--- config.mk ---
export PLATFORM = sky130hd
export DESIGN_NAME = urd_top
export DESIGN_NICKNAME = d
export VERILOG_FILES = /design/src/pkg/urd_pkg.sv /design/src/logic/urd_top.sv
export VERILOG_INCLUDE_DIRS = /design/src /design/src/pkg
export SDC_FILE = /design/constraint.sdc
export NUM_CORES = 1
export LEC_CHECK = 0
export BUFFER_PORTS_ARGS = -buffer_cell sky130_fd_sc_hd__buf_2
export CAP_MARGIN = 10
export CELL_PAD_IN_SITES_DETAIL_PLACEMENT = 1
export CELL_PAD_IN_SITES_GLOBAL_PLACEMENT = 1
export CORE_AREA = 2 2 104 106
export DETAILED_ROUTE_END_ITERATION = 10
export DIE_AREA = 0 0 106 108
export HOLD_SLACK_MARGIN = 0.03
export PLACE_DENSITY = 0.65
export SYNTH_ARGS = -nofsm -noshare
export SYNTH_HDL_FRONTEND = slang
export SYNTH_SLANG_ARGS = --single-unit
--- constraint.sdc ---
create_clock -name clk_sys -period 2.5 [get_ports clk_sys]
set_input_delay 0 -clock clk_sys [delete_from_list [all_inputs] [get_ports clk_sys]]
set_output_delay 0 -clock clk_sys [all_outputs]
set_load 0.03 [all_outputs]
--- src/pkg/urd_defines.svh ---
// Purpose: constants of the redriver config and mode control block
// Assumes: 25 MHz clk_sys
// Notes:   included by urd_top only
`ifndef URD_DEFINES_SVH
`define URD_DEFINES_SVH
`define URD_I2C_ADDR     7'h2C
`define URD_OFS_ACB      8'h01
`define URD_OFS_HOLD     8'h03
`define URD_OFS_DCB      8'h0E
`define URD_ACB_MSB      6
`define URD_ACB_LSB      4
`define URD_DCB_MSB      2
`define URD_DCB_LSB      0
`define URD_HOLD_BIT     0
`define URD_ACB_L0       3'h0
`define URD_ACB_L1       3'h1
`define URD_ACB_L2       3'h3
`define URD_ACB_L3       3'h7
`define URD_DCB_40MV     3'h3
`define URD_DCB_60MV     3'h5
`define URD_DCB_80MV     3'h7
`define URD_HOLD_RST     1'h1
`define URD_CLK_NS       40
`define URD_CHIRP_MIN_US 18
`define URD_CHIRP_MAX_US 128
`define URD_CHIRP_MIN_CYC \
  ((`URD_CHIRP_MIN_US * 1000 + `URD_CLK_NS - 1) / `URD_CLK_NS)
`define URD_CHIRP_MAX_CYC ((`URD_CHIRP_MAX_US * 1000) / `URD_CLK_NS)
`endif

--- src/pkg/urd_pkg.sv ---
// Purpose: types of the redriver config and mode control block
// Assumes: nothing
// Notes:   none
package urd_pkg;
  typedef enum logic [2:0] {
    URD_S_OFF   = 3'h0,
    URD_S_DISC  = 3'h1,
    URD_S_CONN  = 3'h3,
    URD_S_CHJ   = 3'h2,
    URD_S_CHK   = 3'h6,
    URD_S_HS    = 3'h7
  } urd_spd_t;
  typedef enum logic [3:0] {
    URD_I_IDLE = 4'h0,
    URD_I_ADDR = 4'h1,
    URD_I_AACK = 4'h3,
    URD_I_REG  = 4'h2,
    URD_I_RACK = 4'h6,
    URD_I_WDAT = 4'h7,
    URD_I_WACK = 4'h5,
    URD_I_RDAT = 4'hC,
    URD_I_MACK = 4'hD
  } urd_i2c_t;
  typedef struct packed {
    logic a_pos_pu;
    logic a_neg_pu;
    logic b_pos_pu;
    logic b_neg_pu;
    logic chirp_j;
    logic chirp_k;
  } urd_line_t;
  typedef struct packed {
    logic       en;
    logic [2:0] ac;
    logic [2:0] dc;
  } urd_comp_t;
endpackage : urd_pkg
--- src/logic/urd_top.sv ---
// Purpose: strap latch, serial register target and speed detection
// Assumes: all inputs synchronous to clk_sys; analog front end digitises
//          strap levels, pull-ups and chirps
// Notes:   sda is open drain: sda_oe_b low pulls the line low
`include "urd_defines.svh"
module urd_top
  import urd_pkg::*;
(
  // clock and reset
  input  wire logic      clk_sys,
  input  wire logic      rst_b,
  // device pins
  input  wire logic      enable_reset_n_pin,
  input  wire logic [1:0] ac_boost_strap_pin,
  input  wire logic [1:0] dc_gain_strap_pin,
  input  wire urd_line_t line_i,
  // serial target
  input  wire logic      scl_i,
  input  wire logic      sda_i,
  output logic           sda_o,
  output logic           sda_oe_b,
  // status and compensation
  output logic           connection_detect_flag,
  output logic           high_speed_active_flag,
  output logic           i2c_mode,
  output urd_comp_t      comp_o
);
  localparam logic [11:0] CMIN = 12'(`URD_CHIRP_MIN_CYC);
  localparam logic [11:0] CMAX = 12'(`URD_CHIRP_MAX_CYC);

  // ==========================================================
  // decode helpers
  function automatic logic [2:0] ac_code(input logic [1:0] lvl);
    case (lvl)
      2'h0:    ac_code = `URD_ACB_L0;
      2'h1:    ac_code = `URD_ACB_L1;
      2'h2:    ac_code = `URD_ACB_L2;
      default: ac_code = `URD_ACB_L3;
    endcase
  endfunction : ac_code

  // 00 low, 01 floating, 10 high; 11 treated as floating
  function automatic logic [2:0] dc_code(input logic [1:0] lvl);
    case (lvl)
      2'h0:    dc_code = `URD_DCB_40MV;
      2'h2:    dc_code = `URD_DCB_80MV;
      default: dc_code = `URD_DCB_60MV;
    endcase
  endfunction : dc_code

  // ==========================================================
  // registers and serial target
  logic       en_q, en_d, rel;
  logic       mode_q, mode_d;
  logic [2:0] acb_q, acb_d, dcb_q, dcb_d;
  logic       hold_q, hold_d;
  urd_i2c_t   ist_q, ist_d;
  logic [3:0] bcnt_q, bcnt_d;
  logic [7:0] sh_q, sh_d, ptr_q, ptr_d;
  logic       rw_q, rw_d, drv_q, drv_d;
  logic       scl_q, sda_q;
  logic       srise, sfall, start, stop;
  logic [7:0] rdat;

  assign rel   = enable_reset_n_pin & ~en_q;
  assign srise = scl_i & ~scl_q;
  assign sfall = ~scl_i & scl_q;
  assign start = scl_i & scl_q & sda_q & ~sda_i;
  assign stop  = scl_i & scl_q & ~sda_q & sda_i;

  // reserved bits read as zero and ignore writes
  always_comb
  begin
    rdat = 8'h00;
    case (ptr_q)
      `URD_OFS_ACB:  rdat[`URD_ACB_MSB:`URD_ACB_LSB] = acb_q;
      `URD_OFS_HOLD: rdat[`URD_HOLD_BIT] = hold_q;
      `URD_OFS_DCB:  rdat[`URD_DCB_MSB:`URD_DCB_LSB] = dcb_q;
      default:       rdat = 8'h00;
    endcase
  end

  always_comb
  begin
    en_d   = enable_reset_n_pin;
    mode_d = mode_q;
    acb_d  = acb_q;
    dcb_d  = dcb_q;
    hold_d = hold_q;
    ist_d  = ist_q;
    bcnt_d = bcnt_q;
    sh_d   = sh_q;
    ptr_d  = ptr_q;
    rw_d   = rw_q;
    drv_d  = drv_q;
    if (rel)
    begin
      // straps read once here, never again until next release
      acb_d  = ac_code(ac_boost_strap_pin);
      dcb_d  = dc_code(dc_gain_strap_pin);
      mode_d = scl_i & sda_i;
      hold_d = scl_i & sda_i;
    end
    else if (mode_q)
    begin
      if (srise && bcnt_q != 4'h8)
      begin
        sh_d   = {sh_q[6:0], sda_i};
        bcnt_d = bcnt_q + 4'h1;
      end
      case (ist_q)
        URD_I_ADDR:
          if (sfall && bcnt_q == 4'h8)
          begin
            // answer only at our own address
            if (sh_q[7:1] == `URD_I2C_ADDR)
            begin
              ist_d = URD_I_AACK;
              rw_d  = sh_q[0];
              drv_d = 1'b1;
            end
            else
              ist_d = URD_I_IDLE;
          end
        URD_I_AACK:
          if (sfall)
          begin
            bcnt_d = 4'h0;
            if (rw_q)
            begin
              ist_d = URD_I_RDAT;
              sh_d  = rdat;
              drv_d = ~rdat[7];
            end
            else
            begin
              ist_d = URD_I_REG;
              drv_d = 1'b0;
            end
          end
        URD_I_REG:
          if (sfall && bcnt_q == 4'h8)
          begin
            ist_d = URD_I_RACK;
            ptr_d = sh_q;
            drv_d = 1'b1;
          end
        URD_I_RACK, URD_I_WACK:
          if (sfall)
          begin
            ist_d  = URD_I_WDAT;
            bcnt_d = 4'h0;
            drv_d  = 1'b0;
          end
        URD_I_WDAT:
          if (sfall && bcnt_q == 4'h8)
          begin
            ist_d = URD_I_WACK;
            drv_d = 1'b1;
            ptr_d = ptr_q + 8'h01;
            case (ptr_q)
              `URD_OFS_ACB:  acb_d = sh_q[`URD_ACB_MSB:`URD_ACB_LSB];
              `URD_OFS_HOLD: hold_d = sh_q[`URD_HOLD_BIT];
              `URD_OFS_DCB:  dcb_d = sh_q[`URD_DCB_MSB:`URD_DCB_LSB];
              default:       hold_d = hold_q;
            endcase
          end
        URD_I_RDAT:
          if (sfall)
          begin
            if (bcnt_q == 4'h8)
            begin
              // byte done: step so rdat already holds the next register
              ist_d = URD_I_MACK;
              drv_d = 1'b0;
              ptr_d = ptr_q + 8'h01;
            end
            else
              drv_d = ~sh_q[7]; // rising edge already shifted sh_q
          end
        URD_I_MACK:
          if (srise)
            rw_d = ~sda_i;
          else if (sfall)
          begin
            bcnt_d = 4'h0;
            if (rw_q)
            begin
              // controller acked: stream the next register
              ist_d = URD_I_RDAT;
              sh_d  = rdat;
              drv_d = ~rdat[7];
              rw_d  = 1'b1;
            end
            else
              ist_d = URD_I_IDLE;
          end
        default: ist_d = ist_q;
      endcase
      if (start)
      begin
        ist_d  = URD_I_ADDR;
        bcnt_d = 4'h0;
        drv_d  = 1'b0;
      end
      else if (stop)
      begin
        ist_d = URD_I_IDLE;
        drv_d = 1'b0;
      end
    end
    if (!enable_reset_n_pin)
    begin
      mode_d = 1'b0;
      acb_d  = `URD_ACB_L0;
      dcb_d  = `URD_DCB_60MV;
      hold_d = `URD_HOLD_RST;
      ist_d  = URD_I_IDLE;
      bcnt_d = 4'h0;
      sh_d   = 8'h00;
      ptr_d  = 8'h00;
      rw_d   = 1'b0;
      drv_d  = 1'b0;
    end
  end

  always_ff @(posedge clk_sys or negedge rst_b)
  begin
    if (!rst_b)
    begin
      en_q   <= 1'b0;
      mode_q <= 1'b0;
      acb_q  <= `URD_ACB_L0;
      dcb_q  <= `URD_DCB_60MV;
      hold_q <= `URD_HOLD_RST;
      ist_q  <= URD_I_IDLE;
      bcnt_q <= 4'h0;
      sh_q   <= 8'h00;
      ptr_q  <= 8'h00;
      rw_q   <= 1'b0;
      drv_q  <= 1'b0;
      scl_q  <= 1'b1;
      sda_q  <= 1'b1;
    end
    else
    begin
      en_q   <= en_d;
      mode_q <= mode_d;
      acb_q  <= acb_d;
      dcb_q  <= dcb_d;
      hold_q <= hold_d;
      ist_q  <= ist_d;
      bcnt_q <= bcnt_d;
      sh_q   <= sh_d;
      ptr_q  <= ptr_d;
      rw_q   <= rw_d;
      drv_q  <= drv_d;
      scl_q  <= scl_i;
      sda_q  <= sda_i;
    end
  end

  assign sda_o    = 1'b0;
  assign sda_oe_b = ~drv_q;
  assign i2c_mode = mode_q;

  // ==========================================================
  // speed detection
  urd_spd_t   spd_q, spd_d;
  logic [11:0] cnt_q, cnt_d;
  logic        att, in_rng;
  urd_comp_t   comp_d;
  logic        cd_d, hs_d;

  // either pair may face the host
  assign att    = line_i.a_pos_pu | line_i.a_neg_pu |
                  line_i.b_pos_pu | line_i.b_neg_pu;
  assign in_rng = cnt_q >= CMIN && cnt_q <= CMAX;

  always_comb
  begin
    spd_d = spd_q;
    cnt_d = cnt_q;
    case (spd_q)
      URD_S_OFF:  spd_d = URD_S_DISC;
      URD_S_DISC: if (att) spd_d = URD_S_CONN;
      URD_S_CONN:
        if (line_i.chirp_j)
        begin
          spd_d = URD_S_CHJ;
          cnt_d = 12'h001;
        end
      URD_S_CHJ, URD_S_CHK:
        if ((spd_q == URD_S_CHJ) ? line_i.chirp_j : line_i.chirp_k)
        begin
          // saturate past the window, still a failure
          if (cnt_q <= CMAX) cnt_d = cnt_q + 12'h001;
        end
        else if (!in_rng)
          spd_d = URD_S_CONN;
        else if (spd_q == URD_S_CHK)
          spd_d = URD_S_HS;
        else if (line_i.chirp_k)
        begin
          spd_d = URD_S_CHK;
          cnt_d = 12'h001;
        end
        else
          spd_d = URD_S_CONN;
      URD_S_HS:   spd_d = URD_S_HS;
      default:    spd_d = URD_S_OFF;
    endcase
    if (spd_q != URD_S_OFF && spd_q != URD_S_DISC && !att)
      spd_d = URD_S_DISC;
    // hold parks detection; clearing it restarts from disconnected
    if (hold_q || !enable_reset_n_pin || rel)
    begin
      spd_d = URD_S_OFF;
      cnt_d = 12'h000;
    end
    cd_d      = spd_d != URD_S_OFF && spd_d != URD_S_DISC;
    hs_d      = spd_d == URD_S_HS;
    comp_d.en = hs_d;
    comp_d.ac = acb_d;
    comp_d.dc = dcb_d;
  end

  always_ff @(posedge clk_sys or negedge rst_b)
  begin
    if (!rst_b)
    begin
      spd_q                  <= URD_S_OFF;
      cnt_q                  <= 12'h000;
      connection_detect_flag <= 1'b0;
      high_speed_active_flag <= 1'b0;
      comp_o                 <= '0;
    end
    else
    begin
      spd_q                  <= spd_d;
      cnt_q                  <= cnt_d;
      connection_detect_flag <= cd_d;
      high_speed_active_flag <= hs_d;
      comp_o                 <= comp_d;
    end
  end

  // ==========================================================
  // checks
  chk_shut_no_cd: assert property (@(posedge clk_sys) disable iff (!rst_b)
    !enable_reset_n_pin |=> !connection_detect_flag && !comp_o.en)
    else $error("flag or compensation active in shutdown");
  chk_comp_hs_only: assert property (@(posedge clk_sys) disable iff (!rst_b)
    comp_o.en |-> spd_q == URD_S_HS && connection_detect_flag)
    else $error("compensation outside high speed");
  chk_hold_off: assert property (@(posedge clk_sys) disable iff (!rst_b)
    hold_q |=> !comp_o.en && !connection_detect_flag)
    else $error("activity while hold is set");
  chk_hold_auto: assert property (@(posedge clk_sys) disable iff (!rst_b)
    rel && !(scl_i && sda_i) |=> !hold_q && !mode_q)
    else $error("hold not cleared outside serial mode");
  chk_hold_keep: assert property (@(posedge clk_sys) disable iff (!rst_b)
    rel && scl_i && sda_i |=> hold_q && mode_q)
    else $error("serial mode not entered");
  chk_ac_strap: assert property (@(posedge clk_sys) disable iff (!rst_b)
    rel && ac_boost_strap_pin == 2'h2 |=> acb_q == 3'h3)
    else $error("ac strap level 2 mislatched");
  chk_dc_strap: assert property (@(posedge clk_sys) disable iff (!rst_b)
    rel && dc_gain_strap_pin == 2'h0 |=> dcb_q == 3'h3)
    else $error("dc strap low mislatched");
  chk_strap_once: assert property (@(posedge clk_sys) disable iff (!rst_b)
    !mode_q && en_q && enable_reset_n_pin |=> $stable(acb_q)
    && $stable(dcb_q))
    else $error("boost changed without release");
  chk_chirp_short: assert property (@(posedge clk_sys) disable iff (!rst_b)
    spd_q == URD_S_CHJ && !line_i.chirp_j && cnt_q < CMIN
    |=> spd_q != URD_S_CHK)
    else $error("short chirp accepted");
endmodule : urd_top

==> results by group, run 1 <==
Outcome
  • Run status: finished clean

Place
  • Detail Placement HPWL: a little over 7000 um
  • Worst slack, placed: around 300 ps
  • PortBufs: 25
  • GPL Wtd Cong: 0.858

Layout
  • Finished Core Util: 39.1%
  • Area of the multi-input gates: 0.00199 sq mm
  • Storage element area: between 0.001 and 0.0015 sq mm
  • Most frequent cells in the layout: dfrtp_1 (51), nand2_1 (35), nor2_1 (32)
  • Most common cell after layout, fill and taps aside: dfrtp_1
  • Final #Nets: 463
  • ANT cells: 0
  • # fillers: 1232
  • Layout cell share with drive strength beyond 1: around 14%
  • Synth-to-Final Area Change: 12.3%

Floorplan
  • Die Span X: 106 um
  • Die height: 108 um
  • Io pins: 27
  • Rows: 37
  • DIE AREA: roughly 0.011 sq mm
  • Effective utilization at floorplan: roughly a third
  • CORE AREA: between 0.01 and 0.015 sq mm

Power
  • Logic pwr share: about a tenth
  • LEAKAGE: about 1.7 nW
  • Clock network fraction of total power: 31.3%
  • Psw: ~420 uW
  • Int Pwr: between 1 and 1.5 mW
  • Pwr dens: around 400 mW/mm^2
  • Peak VDD IR: ~0.21 mV
  • Switching Share: 26.2%
  • Tot Pwr: around 1.6 mW
  • Sequential Power Share: between 50% and 60%

Setup path
  • Reg2Reg Depth: 6
  • Worst Path Max Fanout: 5
  • R2r endpoint: comp_o[1]$_DFFE_PN0P_
  • Crit path required time: around 2700 ps
  • Crit path arrival time: between 2000 and 2500 ps
  • Worst setup EP type: flop
  • R2R Setup Slk: 260 ps
  • CP Class: reg2reg
  • FF-to-FF Start: ptr_q[5]$_DFFE_PN0P_
  • CP Launch Type: flop

Yosys
  • Post-synth EDFFs: 0
  • Syn_nets: around 430
  • Seq/Total Area, Yosys: a little under 40%
  • Yosys Warn Count: 0
  • Synth Flop Type: dfrtp_1
  • #FFs+latches synth: 56
  • Syn Inst Count: a little over 400
  • Share of synthesized registers carrying an async set or reset: 100%
  • Mean Syn Cell Area: roughly 8.7 sq um
  • Main area contributors after synthesis: dfrtp_1 (36%), a21oi_1 (4.1%), dfstp_2 (3.7%)
  • Top cell type's share of synthesized area: a little over a third
  • Netlist cell types: 67
  • Post-synthesis instance area: between 0.003 and 0.004 sq mm
  • Synth area leader: dfrtp_1

STA
  • Final TNS setup: 0 ps
  • Setup ws final: 258 ps
  • Final period util: 89.7%
  • Final Slew Violations: 0
  • RSZ-0062 raised after global routing: false
  • Final count of negative-setup-slack endpoints: 0
  • Max-slew headroom: 50.9%
  • Endpoints failing hold: 0
  • Final clock skew: approximately 15 ps
  • Fmax: roughly 0.45 GHz
  • Worst-margin pin slew: between 700 and 800 ps
  • Min Tclk post-route: roughly 2200 ps

Min path
  • HP Start: enable_reset_n_pin
  • Number of cells on the worst hold path: 3
  • Type of the most critical hold path: in2reg
  • Hold endpoint: comp_o[3]$_DFFE_PN0P_

CTS
  • H-tree depth: 2
  • Clock sink count: 56
  • Post-CTS setup buffer count: 0
  • Hold_buf cts: 4
  • CTS tree: yes
  • Clk Latency, worst-skew pair: just over 300 ps
  • Clk buf depth: 2
  • # resized after CTS: 0
  • TritonCTS buffer count: 5
  • Root buffer cell: clkbuf_8
  • Worst-path clk slew: 110 ps

Global routing
  • Initial antenna violation count: 0
  • Global Route Usage Sum: between 10% and 20%
  • Vias in the first global route: 3379
  • First-pass GRT wire length: 16600 um
  • Total gr overflow: 0
  • Pin count of the biggest net entering global routing: 57

Drt
  • Drt wl/cell: between 15 and 20 um
  • Remaining DRCs: 0
  • Number of detailed-route iterations in the first pass: 5
  • Vias per inst: 5.60
  • Routed via count: ~3200
  • Final WL: 9640 um
  • Iteration-0 DRC count of the detailed router: ~120
  • DRT antenna net count: 0

Job
  • Max Cap Viol: 0
==> layout make-up <==
class | count | area share (%)
clock buffers | 7 | 1.91
clock inverters | 1 | 0.219
inverters | 19 | 1.78
repair buffers | 43 | 6.76
well taps | 136 | 4.26
multi-input cells | 316 | 49.9
flip-flops and latches | 56 | 35.2
==> cell families (layout without fill, tap and decap cells) <==
| family | count (synthesis) | count (layout) | synth area share (%) |
|---|---|---|---|
| AND/OR/NAND/NOR | 165 | 165 | 24.8 |
| adder cells (fa/ha/maj) | 7 | 7 | 2.46 |
| AO/OA/AOI/OAI | 125 | 125 | 23.7 |
| XOR/XNOR | 9 | 9 | 2.21 |
| buffers and inverters | 38 | 70 | 4.46 |
| flip-flops | 56 | 56 | 39.5 |
| multiplexers | 9 | 9 | 2.74 |
| other | 1 | 1 | 0.105 |
==> routing by layer <==
metal / global-route usage [%] / up-vias / wire length (um)
met5: 0 / - / 0
met4: 3.76 / 0 / 104
met3: 2.29 / 10 / 284
met2: 31.4 / 47 / 4640
met1: 23.6 / 1603 / 4620
li1: - / 1574 / -
==> critical path, stage by stage (launching register included) <==
cell	delay, ps
dfrtp_1	440
nor4_1	520
nand4_1	270
nor2_1	320
mux2_2	370
a21oi_1	160
nor2b_1	60
==> stage by stage <==
step                      instance area [sq um]  hold slack, ps  instances
after floorplan                            3560            -296        410
after detailed placement                   3870             176        566
after global routing                       4000            72.7        578
final                                      4000            59.9        578
after global placement                     3870             169        566
after CTS                                  4000            47.3        578
==> flip-flops by register name (all words and copies together) (netlist names), 2 cells and up <==
| name | cells |
|---|---|
| ist_q | 4 |
| sh_q | 8 |
| dcb_q | 2 |
| bcnt_q | 4 |
| spd_q | 3 |
| cnt_q | 12 |
| comp_o | 7 |
| ptr_q | 8 |
==> synthesized netlist by cell type, drive strengths merged, types with 4 or more instances <==
cell,n
nor2b,10
o31ai,5
nand3b,4
ha,7
o2111ai,4
nor3,7
a211oi,5
nor2,32
inv,19
xnor2,5
a21oi,29
nand4,6
and2,5
or3,4
a21o,5
buf,7
a31oi,7
nand3,24
and3,12
a221o,6
o21ai,31
o22ai,4
xor2,4
dfstp,5
clkbuf,12
nand2,36
dfrtp,51
nor3b,6
mux2,6
==> how the worst max path moves through the flow <==
stage | cells after the start | startpoint | to | slack, ps
2_1_floorplan | 8 | bcnt_q[0]$_DFFE_PN0P_ | ist_q[0]$_DFFE_PN0P_ | 530
3_3_place_gp | 6 | hold_q$_DFFE_PN1P_ | cnt_q[8]$_DFFE_PN0P_ | 380
3_5_place_dp | 6 | hold_q$_DFFE_PN1P_ | cnt_q[6]$_DFFE_PN0P_ | 300
4_1_cts | 6 | hold_q$_DFFE_PN1P_ | cnt_q[8]$_DFFE_PN0P_ | 280
5_1_grt | 6 | ptr_q[4]$_DFFE_PN0P_ | comp_o[1]$_DFFE_PN0P_ | 120
6_report | 6 | ptr_q[5]$_DFFE_PN0P_ | comp_o[1]$_DFFE_PN0P_ | 260
==> power by group through the flow <==
stage	registers, mW	clock network (mW)	logic [mW]
2_1_floorplan	0.957	0	0.0832
4_1_cts	0.937	0.531	0.160
6_report	0.937	0.499	0.158
5_1_grt	0.940	0.564	0.176
3_3_place_gp	0.954	0	0.152
3_5_place_dp	0.955	0	0.155
Note: power is estimated with default switching activity, not from simulation.
==> run 2, diff against run 1 <==
- PLACE_DENSITY: 0.65 -> 0.61
==> run 2 against run 1 <==
Against the previous run: design area is 0.85% higher; sequential share of layout area is 0.30 points lower; fmax is 1.2% higher; die area stayed put; register-to-register slack better by 30 ps; critical path depth is 2 higher; global-route usage is 0.64 points higher; critical endpoint is now cnt_q[8]$_DFFE_PN0P_; largest cell class unchanged; largest power group unchanged; highest routed layer unchanged.
==> results by group, run 2 (same netlist as run 1, synthesis figures left out) <==
Setup path
  • CP Launch Type: flop
  • Worst setup EP type: flop
  • Critical Path Max Stage Delay: 540 ps (+20 ps)
  • CP Buf/Inv Count: 2 (+2)
  • Critical-path top delay cell: or4_1
  • Crit path arrival time: 2460 ps (about the same)
  • CP Class: reg2reg
  • FF-to-FF Start: cnt_q[0]$_DFFE_PN0P_
  • Worst Path Max Fanout: 14 (+9)
  • Crit path top cell by count: inv_1
  • Crit-path cells: inv_1 > ha_1 > inv_1 > a31o_1 > a32oi_4 > nand2_2 > or4_1 > a21oi_1
  • Crit path required time: 2740 ps (+30 ps)
  • Reg2Reg Depth: 8 (+2)
  • R2r endpoint: cnt_q[8]$_DFFE_PN0P_
  • CP delay by family, top: simple AND/OR/NAND/NOR gates
  • R2R Setup Slk: 280 ps (+30 ps)

Layout
  • # fillers: 1246 (+1.1%)
  • ANT cells: 0 (unchanged)
  • Largest regs: cnt_q x12, ptr_q x8, sh_q x8
  • Most common cell after layout, fill and taps aside: dfrtp_1
  • Final #Nets: 464 (+0.22%)
  • Most frequent cells in the layout: dfrtp_1 (51), nand2_1 (35), nor2_1 (32)
  • Max FFs per register: 12 (unchanged)
  • Layout cell share with drive strength beyond 1: 14.0% (+0.42 points)
  • Largest register by flop count: cnt_q
  • Synth-to-Final Area Change: 13.3%

STA
  • Final count of negative-setup-slack endpoints: 0 (unchanged)
  • Max-slew headroom: 53.0% (+2.1 points)
  • Endpoints failing hold: 0 (unchanged)
  • Final clock skew: 7.78 ps (-6.78 ps)
  • Worst hold margin: 55.3 ps (-4.65 ps)
  • Min Tclk post-route: 2220 ps (-25.7 ps)
  • Final period util: 88.6% (-1.0 points)
  • Worst-margin pin slew: 701 ps (-35.5 ps)
  • RSZ-0062 raised after global routing: false
  • Fmax: 0.451 GHz (+1.2%)
  • Final Slew Violations: 0 (unchanged)
  • Final TNS setup: 0 ps (unchanged)

Floorplan
  • CORE AREA: 0.0102 sq mm (unchanged)
  • Io pins: 27 (unchanged)
  • Die Span X: 106 um (unchanged)
  • Effective utilization at floorplan: 34.8% (unchanged)
  • DIE AREA: 0.0114 sq mm (unchanged)
  • Rows: 37 (unchanged)
  • Die height: 108 um (unchanged)

Outcome
  • Run status: finished clean

Global routing
  • First-pass GRT wire length: 17000 um (+2.2%)
  • Vias in the first global route: 3332 (-1.4%)
  • Initial antenna violation count: 0 (unchanged)
  • Pin count of the biggest net entering global routing: 29 (-49%)
  • Total gr overflow: 0 (unchanged)
  • Global Route Usage Sum: 18.5% (+0.64 points)

CTS
  • Hold_buf cts: 4 (unchanged)
  • # resized after CTS: 0 (unchanged)
  • TritonCTS buffer count: 5 (unchanged)
  • Clock sink count: 56 (unchanged)
  • Clk buf depth: 2 (unchanged)
  • H-tree depth: 2 (unchanged)
  • Post-CTS setup buffer count: 0 (unchanged)
  • Worst-path clk slew: 110 ps (about the same)
  • CTS tree: yes
  • Clk Latency, worst-skew pair: 310 ps (about the same)
  • Root buffer cell: clkbuf_8

Job
  • Max Cap Viol: 0 (unchanged)

Drt
  • Routed via count: 3227 (-0.22%)
  • Number of detailed-route iterations in the first pass: 5 (unchanged)
  • Drt wl/cell: 17.2 um (+3.0%)
  • Final WL: 9950 um (+3.2%)
  • Remaining DRCs: 0 (unchanged)
  • Vias per inst: 5.57 (-0.39%)
  • Iteration-0 DRC count of the detailed router: 164 (+36%)
  • DRT antenna net count: 0 (unchanged)

Min path
  • HP Start: enable_reset_n_pin
  • Number of cells on the worst hold path: 2 (-1)
  • Hold endpoint: rw_q$_DFFE_PN0P_
  • Type of the most critical hold path: in2reg

Place
  • PortBufs: 25 (unchanged)
  • Detail Placement HPWL: 7530 um (+4.1%)
  • GPL Wtd Cong: 0.811 (-5.5%)

Power
  • Peak VDD IR: 0.247 mV (+16%)
  • Pwr dens: 427 mW/mm^2 (+7.0%)
  • LEAKAGE: 1.68 nW (+1.0%)
[run 2: worst max path at each step]
stage / from / endpoint / cells after the start
4_1_cts: hold_q$_DFFE_PN1P_ / cnt_q[8]$_DFFE_PN0P_ / 6
6_report: cnt_q[0]$_DFFE_PN0P_ / cnt_q[8]$_DFFE_PN0P_ / 8
2_1_floorplan: bcnt_q[0]$_DFFE_PN0P_ / ist_q[0]$_DFFE_PN0P_ / 8
3_5_place_dp: cnt_q[0]$_DFFE_PN0P_ / cnt_q[6]$_DFFE_PN0P_ / 8
3_3_place_gp: hold_q$_DFFE_PN1P_ / cnt_q[6]$_DFFE_PN0P_ / 6
5_1_grt: bcnt_q[1]$_DFFE_PN0P_ / ptr_q[7]$_DFFE_PN0P_ / 8
[run 2: stage by stage]
step	power (mW)	setup WS (ps)	cell area, sq um	std cells	utilization [%]
final	1.72	284	4030	579	39.4
after global routing	1.80	97.2	4030	579	39.4
after CTS	1.75	292	4030	579	39.4
after detailed placement	1.11	319	3880	567	37.9
after global placement	1.11	376	3880	567	37.9
after floorplan	1.04	529	3560	410	-
[run 2: routing by layer]
| metal | part of all wire, % | track usage, % | vias to the layer above | wire, um |
|---|---|---|---|---|
| met1 | 48 | 24.4 | 1620 | 4740 |
| met2 | 50 | 32.8 | 29 | 4960 |
| met5 | 0 | 0 | - | 0 |
| li1 | - | - | 1572 | - |
| met4 | 0.85 | 3.76 | 0 | 85 |
| met3 | 1.7 | 2.17 | 6 | 170 |
[run 2: where the power goes]
| part | internal [mW] | leakage [nW] | switching, mW | total, mW |
|---|---|---|---|---|
| Clock | 0.304 | 0.0558 | 0.318 | 0.622 |
| Combinational | 0.0571 | 0.870 | 0.106 | 0.163 |
| Sequential | 0.921 | 0.749 | 0.0146 | 0.936 |
| Total | 1.28 | 1.68 | 0.439 | 1.72 |
[run 2: cell type report]
cell class                      instances  area [sq um]  share of cell area, %
Clock buffer                            6          72.6                   1.80
Clock inverter                          2          38.8                  0.962
Inverter                               19          71.3                   1.77
Multi-Input combinational cell        316          1990                   49.4
Sequential cell                        56          1410                   34.9
Tap cell                              136           170                   4.22
Timing Repair Buffer                   44           278                   6.89
[run 2: worst register-to-register path, stage by stage, from the launching register on]
cell     delay [ps]
dfrtp_1         480
inv_1           100
ha_1            150
inv_1            40
a31o_1          220
a32oi_4         260
nand2_2         210
or4_1           540
a21oi_1         150
